<file path="config.mk">
export PLATFORM = sky130hd
export DESIGN_NAME = ieo_decoder
export DESIGN_NICKNAME = d
export VERILOG_FILES = /design/src/design/ieo_pkg.sv /design/src/design/ieo_decoder.sv
export SDC_FILE = /design/constraint.sdc
export NUM_CORES = 1
export LEC_CHECK = 0
export BUFFER_PORTS_ARGS = -buffer_cell sky130_fd_sc_hd__buf_2
export CORE_UTILIZATION = 58
export CTS_BUF_LIST = sky130_fd_sc_hd__clkbuf_8
export DETAILED_ROUTE_END_ITERATION = 10
export HOLD_SLACK_MARGIN = 0.08
export PLACE_DENSITY = 0.86
export SYNTH_ARGS = -nofsm -noshare
export SYNTH_HDL_FRONTEND = slang
export SYNTH_SLANG_ARGS = --single-unit
export TNS_END_PERCENT = 100
</file>
<file path="constraint.sdc">
create_clock -name CORE_CLK -period 3.2 [get_ports CORE_CLK]
set_input_delay 0.96 -clock CORE_CLK [delete_from_list [all_inputs] [get_ports CORE_CLK]]
set_output_delay 0.96 -clock CORE_CLK [all_outputs]
set_load 0.05 [all_outputs]
</file>
<file path="src/design/ieo_pkg.sv">
// Purpose: Constants for the interrupt-enable, power-down arming and
//          port input instruction decoder.
// Assumes: 10-bit instruction words, 4-bit accumulator.
// Notes:   Opcodes are fixed by the instruction set.
package ieo_pkg;
    localparam int         IW            = 10;
    localparam int         AW            = 4;
    localparam logic [9:0] OPC_INT_ON    = 10'h005;
    localparam logic [9:0] OPC_ARM_PD    = 10'h05B;
    localparam logic [9:0] OPC_PD        = 10'h002;
    localparam logic [9:0] OPC_DEEP_PD   = 10'h008;
    localparam logic [9:0] OPC_KEY_IN    = 10'h26F;
    localparam logic [9:0] OPC_PORT0_IN  = 10'h260;
    localparam logic       INTERRUPT_ENABLE_FLAG_RST      = 1'b0;
    localparam logic [3:0] ACC_RST       = 4'h0;
    localparam int         KEY_BIT       = 0;
    // Interrupt acceptance waits this many machine cycles after enable
    localparam int         INT_DELAY_CYC = 1;

    typedef enum logic [1:0] {
        IEO_INT_OFF  = 2'b00,
        IEO_INT_WAIT = 2'b01,
        IEO_INT_ON   = 2'b10
    } ieo_int_t;
endpackage

</file>
<file path="src/design/ieo_decoder.sv">
// Purpose: Decode and execute interrupt-on, power-down arming and
//          key / port-zero input instructions.
// Assumes: One instruction per CORE_CLK machine cycle when INSTR_VALID.
// Notes:   Port pins pass a three-stage synchroniser.
// How it works
// [RULE_01] Interrupt-on opcode sets interrupt enable flag
// [RULE_02] Interrupts accepted one machine cycle later
// [RULE_03] Arming opcode validates immediately following power-down
// [RULE_04] Key input opcode copies key into bit0
// [RULE_05] Key input clears accumulator bits three to one
// [RULE_06] Port-zero opcode loads accumulator from port pins
// [RULE_07] One word, one cycle, no carry/skip
`timescale 1ns/1ns
module ieo_decoder
    import ieo_pkg::*;
(
    input  wire logic          CORE_CLK,
    input  wire logic          RST_B,
    input  wire logic          INSTR_VALID,
    input  wire logic [IW-1:0] INSTR_WORD,
    input  wire logic          INT_OFF_REQ,
    input  wire logic          KEY_PIN,
    input  wire logic [AW-1:0] INPUT_PORT_ZERO,
    output logic               INTERRUPT_ENABLE_FLAG,
    output logic               INT_ACCEPT_OK,
    output logic               PD_ENTER,
    output logic               DEEP_PD_ENTER,
    output logic               ACC_WE,
    output logic [AW-1:0]      ACC_DATA,
    output logic               CARRY_WE,
    output logic               SKIP_NEXT
);
    // Only the instruction-set word and accumulator widths are served
    if (IW != 10 || AW != 4) begin : g_bad_width
        $error("ieo_decoder: width unsupported");
    end

    //--------------------------------------------------------------
    // Decode
    //--------------------------------------------------------------
    logic int_on_hit;
    logic arm_hit;
    logic pd_hit;
    logic deep_hit;
    logic key_hit;
    logic port0_hit;

    function automatic logic op_is(input logic [IW-1:0] w,
                                   input logic [IW-1:0] op);
        op_is = (w == op);
    endfunction

    assign int_on_hit = INSTR_VALID && op_is(INSTR_WORD, OPC_INT_ON);
    assign arm_hit    = INSTR_VALID && op_is(INSTR_WORD, OPC_ARM_PD);
    assign pd_hit     = INSTR_VALID && op_is(INSTR_WORD, OPC_PD);
    assign deep_hit   = INSTR_VALID && op_is(INSTR_WORD, OPC_DEEP_PD);
    assign key_hit    = INSTR_VALID && op_is(INSTR_WORD, OPC_KEY_IN);
    assign port0_hit  = INSTR_VALID && op_is(INSTR_WORD, OPC_PORT0_IN);

    //--------------------------------------------------------------
    // Pin synchronisers
    //--------------------------------------------------------------
    logic [2:0]    key_sync_ff;
    logic          key_ff;
    logic [AW-1:0] p0_s1_ff;
    logic [AW-1:0] p0_s2_ff;
    logic [AW-1:0] p0_s3_ff;
    logic [AW-1:0] p0_ff;
    logic          nxt_key;
    logic [AW-1:0] nxt_p0;

    // A change counts once stages two and three agree
    assign nxt_key = (key_sync_ff[1] == key_sync_ff[2]) ? key_sync_ff[2]
                                                         : key_ff;
    assign nxt_p0  = (p0_s2_ff & ~(p0_s2_ff ^ p0_s3_ff))
                   | (p0_ff & (p0_s2_ff ^ p0_s3_ff));

    always_ff @(posedge CORE_CLK) begin
        if (!RST_B) begin
            key_sync_ff <= 3'h0;
            key_ff      <= 1'b0;
            p0_s1_ff    <= ACC_RST;
            p0_s2_ff    <= ACC_RST;
            p0_s3_ff    <= ACC_RST;
            p0_ff       <= ACC_RST;
        end else begin
            key_sync_ff <= {key_sync_ff[1:0], KEY_PIN};
            key_ff      <= nxt_key;
            p0_s1_ff    <= INPUT_PORT_ZERO;
            p0_s2_ff    <= p0_s1_ff;
            p0_s3_ff    <= p0_s2_ff;
            p0_ff       <= nxt_p0;
        end
    end

    //--------------------------------------------------------------
    // Interrupt enable
    //--------------------------------------------------------------
    ieo_int_t int_st_ff;
    ieo_int_t nxt_int_st;
    logic     interrupt_enable_flag_ff;
    logic     accept_ff;
    logic     nxt_interrupt_enable_flag;
    logic     nxt_accept;

    always_comb begin
        nxt_int_st = int_st_ff;
        case (int_st_ff)
            IEO_INT_OFF: begin
                if (int_on_hit) nxt_int_st = IEO_INT_WAIT; // [RULE_01]
            end
            IEO_INT_WAIT: nxt_int_st = IEO_INT_ON;          // [RULE_02]
            IEO_INT_ON:   nxt_int_st = IEO_INT_ON;
            default:      nxt_int_st = IEO_INT_OFF;
        endcase
        // Disable wins over a same-cycle enable
        if (INT_OFF_REQ) nxt_int_st = IEO_INT_OFF;
    end

    // Flag and acceptance are registered copies of the next state
    assign nxt_interrupt_enable_flag   = (nxt_int_st != IEO_INT_OFF); // [RULE_01]
    assign nxt_accept = (nxt_int_st == IEO_INT_ON);  // [RULE_02]

    always_ff @(posedge CORE_CLK) begin
        if (!RST_B) begin
            int_st_ff <= IEO_INT_OFF;
            interrupt_enable_flag_ff   <= INTERRUPT_ENABLE_FLAG_RST;
            accept_ff <= 1'b0;
        end else begin
            int_st_ff <= nxt_int_st;
            interrupt_enable_flag_ff   <= nxt_interrupt_enable_flag;
            accept_ff <= nxt_accept;
        end
    end

    assign INTERRUPT_ENABLE_FLAG = interrupt_enable_flag_ff;
    assign INT_ACCEPT_OK         = accept_ff;

    //--------------------------------------------------------------
    // Power-down arming
    //--------------------------------------------------------------
    logic armed_ff;

    // Only the instruction right after arming may use it
    always_ff @(posedge CORE_CLK) begin
        if (!RST_B)           armed_ff <= 1'b0;
        else if (INSTR_VALID) armed_ff <= arm_hit; // [RULE_03]
    end

    assign PD_ENTER      = pd_hit && armed_ff;   // [RULE_03]
    assign DEEP_PD_ENTER = deep_hit && armed_ff; // [RULE_03]

    //--------------------------------------------------------------
    // Accumulator load
    //--------------------------------------------------------------
    logic [AW-1:0] key_word;
    logic [AW-1:0] nxt_acc;
    logic          acc_we_ff;
    logic [AW-1:0] acc_ff;

    assign key_word = {{(AW-1){1'b0}}, key_ff};        // [RULE_04] [RULE_05]
    assign nxt_acc  = key_hit ? key_word : p0_ff;      // [RULE_06]

    always_ff @(posedge CORE_CLK) begin
        if (!RST_B) begin
            acc_we_ff <= 1'b0;
            acc_ff    <= ACC_RST;
        end else begin
            acc_we_ff <= key_hit || port0_hit;
            if (key_hit || port0_hit) acc_ff <= nxt_acc;
        end
    end

    assign ACC_WE    = acc_we_ff;
    assign ACC_DATA  = acc_ff;
    assign CARRY_WE  = 1'b0; // [RULE_07]
    assign SKIP_NEXT = 1'b0; // [RULE_07]

    //--------------------------------------------------------------
    // Checks
    //--------------------------------------------------------------
    int_delay_a: assert property (@(posedge CORE_CLK) // [RULE_02]
        disable iff (!RST_B)
        int_on_hit && !INT_OFF_REQ && !INTERRUPT_ENABLE_FLAG |=>
        INTERRUPT_ENABLE_FLAG && !INT_ACCEPT_OK ##1
        (INT_ACCEPT_OK || $past(INT_OFF_REQ)))
        else $error("interrupt acceptance timing wrong");
    int_set_a: assert property (@(posedge CORE_CLK) // [RULE_01]
        disable iff (!RST_B)
        int_on_hit && !INT_OFF_REQ |=> INTERRUPT_ENABLE_FLAG)
        else $error("enable flag not set");
    int_off_a: assert property (@(posedge CORE_CLK) // [RULE_01]
        disable iff (!RST_B)
        INT_OFF_REQ |=> !INTERRUPT_ENABLE_FLAG && !INT_ACCEPT_OK)
        else $error("enable flag not cleared");
    flag_hold_a: assert property (@(posedge CORE_CLK) // [RULE_01]
        disable iff (!RST_B)
        INTERRUPT_ENABLE_FLAG && !INT_OFF_REQ |=> INTERRUPT_ENABLE_FLAG)
        else $error("enable flag dropped");
    accept_flag_a: assert property (@(posedge CORE_CLK) // [RULE_02]
        disable iff (!RST_B)
        INT_ACCEPT_OK |->
        INTERRUPT_ENABLE_FLAG && $past(INTERRUPT_ENABLE_FLAG))
        else $error("interrupts accepted too early");
    pd_arm_a: assert property (@(posedge CORE_CLK) // [RULE_03]
        disable iff (!RST_B)
        (PD_ENTER || DEEP_PD_ENTER) |->
        $past(arm_hit) || $past(armed_ff && !INSTR_VALID))
        else $error("power-down without arming");
    arm_set_a: assert property (@(posedge CORE_CLK) // [RULE_03]
        disable iff (!RST_B)
        $rose(armed_ff) |-> $past(arm_hit))
        else $error("arming without arming opcode");
    pd_go_a: assert property (@(posedge CORE_CLK) // [RULE_03]
        disable iff (!RST_B)
        arm_hit ##1 pd_hit |-> PD_ENTER)
        else $error("armed power-down ignored");
    deep_go_a: assert property (@(posedge CORE_CLK) // [RULE_03]
        disable iff (!RST_B)
        arm_hit ##1 deep_hit |-> DEEP_PD_ENTER)
        else $error("armed deep power-down ignored");
    pd_refuse_a: assert property (@(posedge CORE_CLK) // [RULE_03]
        disable iff (!RST_B)
        INSTR_VALID && !arm_hit ##1 INSTR_VALID |->
        !PD_ENTER && !DEEP_PD_ENTER)
        else $error("power-down taken without arming");
    key_bit_a: assert property (@(posedge CORE_CLK) // [RULE_04]
        disable iff (!RST_B)
        key_hit |=> ACC_WE && ACC_DATA[KEY_BIT] == $past(key_ff))
        else $error("key bit not loaded");
    key_clr_a: assert property (@(posedge CORE_CLK) // [RULE_05]
        disable iff (!RST_B)
        key_hit |=> ACC_DATA[3:1] == 3'h0)
        else $error("high bits not cleared");
    port_load_a: assert property (@(posedge CORE_CLK) // [RULE_06]
        disable iff (!RST_B)
        port0_hit |=> ACC_WE && ACC_DATA == $past(p0_ff))
        else $error("port zero not loaded");
    one_cycle_a: assert property (@(posedge CORE_CLK) // [RULE_07]
        disable iff (!RST_B)
        ACC_WE |=> !ACC_WE || $past(key_hit || port0_hit))
        else $error("accumulator write lasts too long");
    acc_hold_a: assert property (@(posedge CORE_CLK) // [RULE_06]
        disable iff (!RST_B)
        !ACC_WE |-> $stable(ACC_DATA))
        else $error("accumulator changed without write");
    key_filter_a: assert property (@(posedge CORE_CLK) // [RULE_04]
        disable iff (!RST_B)
        key_sync_ff[1] == key_sync_ff[2] |=>
        key_ff == $past(key_sync_ff[2]))
        else $error("key synchroniser missed agreement");
    port_filter_a: assert property (@(posedge CORE_CLK) // [RULE_06]
        disable iff (!RST_B)
        p0_s2_ff == p0_s3_ff |=>
        p0_ff == $past(p0_s3_ff))
        else $error("port synchroniser missed agreement");
endmodule

</file>
==> metrics.txt <==
post-layout min period=3080 ps; period utilisation layout=0.961; vias in the first global route=826; All-Layer GR Usage=0.239; CP dominant cell by count=buf_2; Slew headroom=0.573; Post-Syn Area per Cell=10.1 sq um; Post-Route WL=2370 um; post-CTS setup buffers=0; Placer Congestion=0.766; kind of critical path=primary input to output port; RSZ-0062 raised after global routing=no; Critical Path Source Type=primary input; core area=1820 sq um; Final Max Slew Viols=0; Final Hold Vio Count=0; first-pass GRT wire length=3470 um; worst vdd ir=0.000430 V; Worst Hold Class=flop to flop; PnR worst setup slack=125 ps; Nets=168; CP Data Required Time=2240 ps; crit-path max cell delay=350 ps; Crit-path slowest cell=nor4b_2; hpwl dp=1700 um; GRT met2 Usage=0.425; Initial Util=0.645; latest clock arrival within the worst-skew pair=280 ps; Inserted Clock Buffers=5; Vias/cell=5.62; synth unique cells=33; Hold Buf Count CTS=0; Port-buffer cells=27; H-tree depth=2; setup slack at placement=143 ps; Crit. End Element=output port; critical-path cell list=buf_2 > nor4b_2 > and4b_1 > and3b_2 > buf_2; design area=1400 sq um; final core utilization=0.770; synth cell count leaders=dfxtp_1, and2_1, a21oi_1; FF+latch count, synth=30; mapped cell area=1170 sq um; fin cells=172; CP max FO=3; Residual DRC=0; Final TNS setup=0 ps; Layout area overhead=19.4%; final setup fails=0; area share of the largest cell type after synthesis=0.511; clk_skew=9.60 ps; Die H=47.0 um; Routed WL per cell=13.8 um; total gr overflow=0; Pwr Density=497 nW/um^2; clock buffer depth=2; I/O pin cnt=30; hold_ws=432 ps; Pwr Total=0.697 mW; fmax=0.325 GHz; initial antenna violation count=0; status=completed; most common cell in the synthesized netlist=dfxtp_1; pin count of the biggest net entering global routing=20; share of cells above drive strength 1=0.279; synth top area cells=dfxtp_1, and2_1, a21oi_1; Pre-Repair DR Iteration Count=4; clock sinks=30; met3 Use GR=0.0692; sequential fraction of the synthesis area=0.511; antenna diode instance count=0; GR peak layer=met2; initial detailed-routing violation count=25; Max-Cap Viols=0; CTS Root Cell=clkbuf_8; Syn Inst Count=116; num rows=15; Post-DP Area=1330 sq um; YS warnings=0; post-synth top area cell=dfxtp_1; Worst EP arrival=2120 ps; Post-synth EDFFs=0; Slew @ Worst Pin=632 ps; Final ANT Viol Nets=0; Resized Gates After CTS=0; Async SR Flop Fraction=0; Leak=0.590 nW; met1 Use GR=0.256; die width=47.0 um; Die ar.=2210 sq um; via count=966; Cell Count Post-Placement=165; TritonCTS clock tree=built; Main synth FF type=dfxtp_1; clk slew on worst S/H paths=50 ps
==> worst max-delay path, delay by kind of cell <==
kind,cells,cell delay (ps)
buffers and inverters,2,370
and+or+nand+nor,3,780
==> layout by cell type (no fill, tap or decap), types with 2 or more instances in the layout <==
cell type / n
a21oi_1: 10
a31oi_1: 2
and2_1: 15
and3b_2: 2
buf_2: 27
clkbuf_8: 5
conb_1: 2
dfxtp_1: 30
ha_1: 2
inv_1: 6
nand2_1: 7
nand4_1: 5
nor2b_1: 4
o21ai_0: 6
o31ai_1: 5
==> report_power, final <==
| group | switching (mW) | total [mW] | internal [mW] |
|---|---|---|---|
| clock | 0.123 | 0.266 | 0.143 |
| sequential | 0.00311 | 0.385 | 0.382 |
| combinational | 0.0279 | 0.0461 | 0.0182 |
| total | 0.154 | 0.697 | 0.542 |
==> cell type report <==
| class | instances | area [sq um] |
|---|---|---|
| clock buffers | 5 | 68.8 |
| clock inverters | 2 | 7.51 |
| fillers | 135 | 418 |
| inverters | 4 | 15.0 |
| multi-input cells | 78 | 537 |
| flip-flops and latches | 30 | 601 |
| well taps | 25 | 31.3 |
| repair buffers | 28 | 143 |
==> kinds of logic (layout without fill, tap and decap cells) <==
| logic type | after synthesis | after routing | share of synthesized area |
|---|---|---|---|
| buffers and inverters | 9 | 39 | 0.0351 |
| adders and majority gates | 2 | 2 | 0.0213 |
| DFF | 30 | 30 | 0.511 |
| other | 1 | 2 | 0.00319 |
| and+or+nand+nor | 48 | 48 | 0.280 |
| AOI/OAI and AO/OA | 26 | 26 | 0.149 |
==> layer usage <==
layer  vias to the layer above  wire, um
met2                        38      1260
met4                         0        21
met5                         -         0
li1                        476         -
met1                       448       966
met3                         4       124
==> worst paths after layout <==
path	start	depth (start not counted)	endpoint	slack, ps
hold / removal	p0_s1_ff[2]	1	p0_s2_ff[2]	430
setup / recovery	INSTR_WORD[5]	5	DEEP_PD_ENTER	120
setup reg to reg	int_st_ff[0]	5	INTERRUPT_ENABLE_FLAG	2140
hold reg to reg	p0_s1_ff[2]	1	p0_s2_ff[2]	430
No activity file was read; power rests on OpenSTA's default activity.
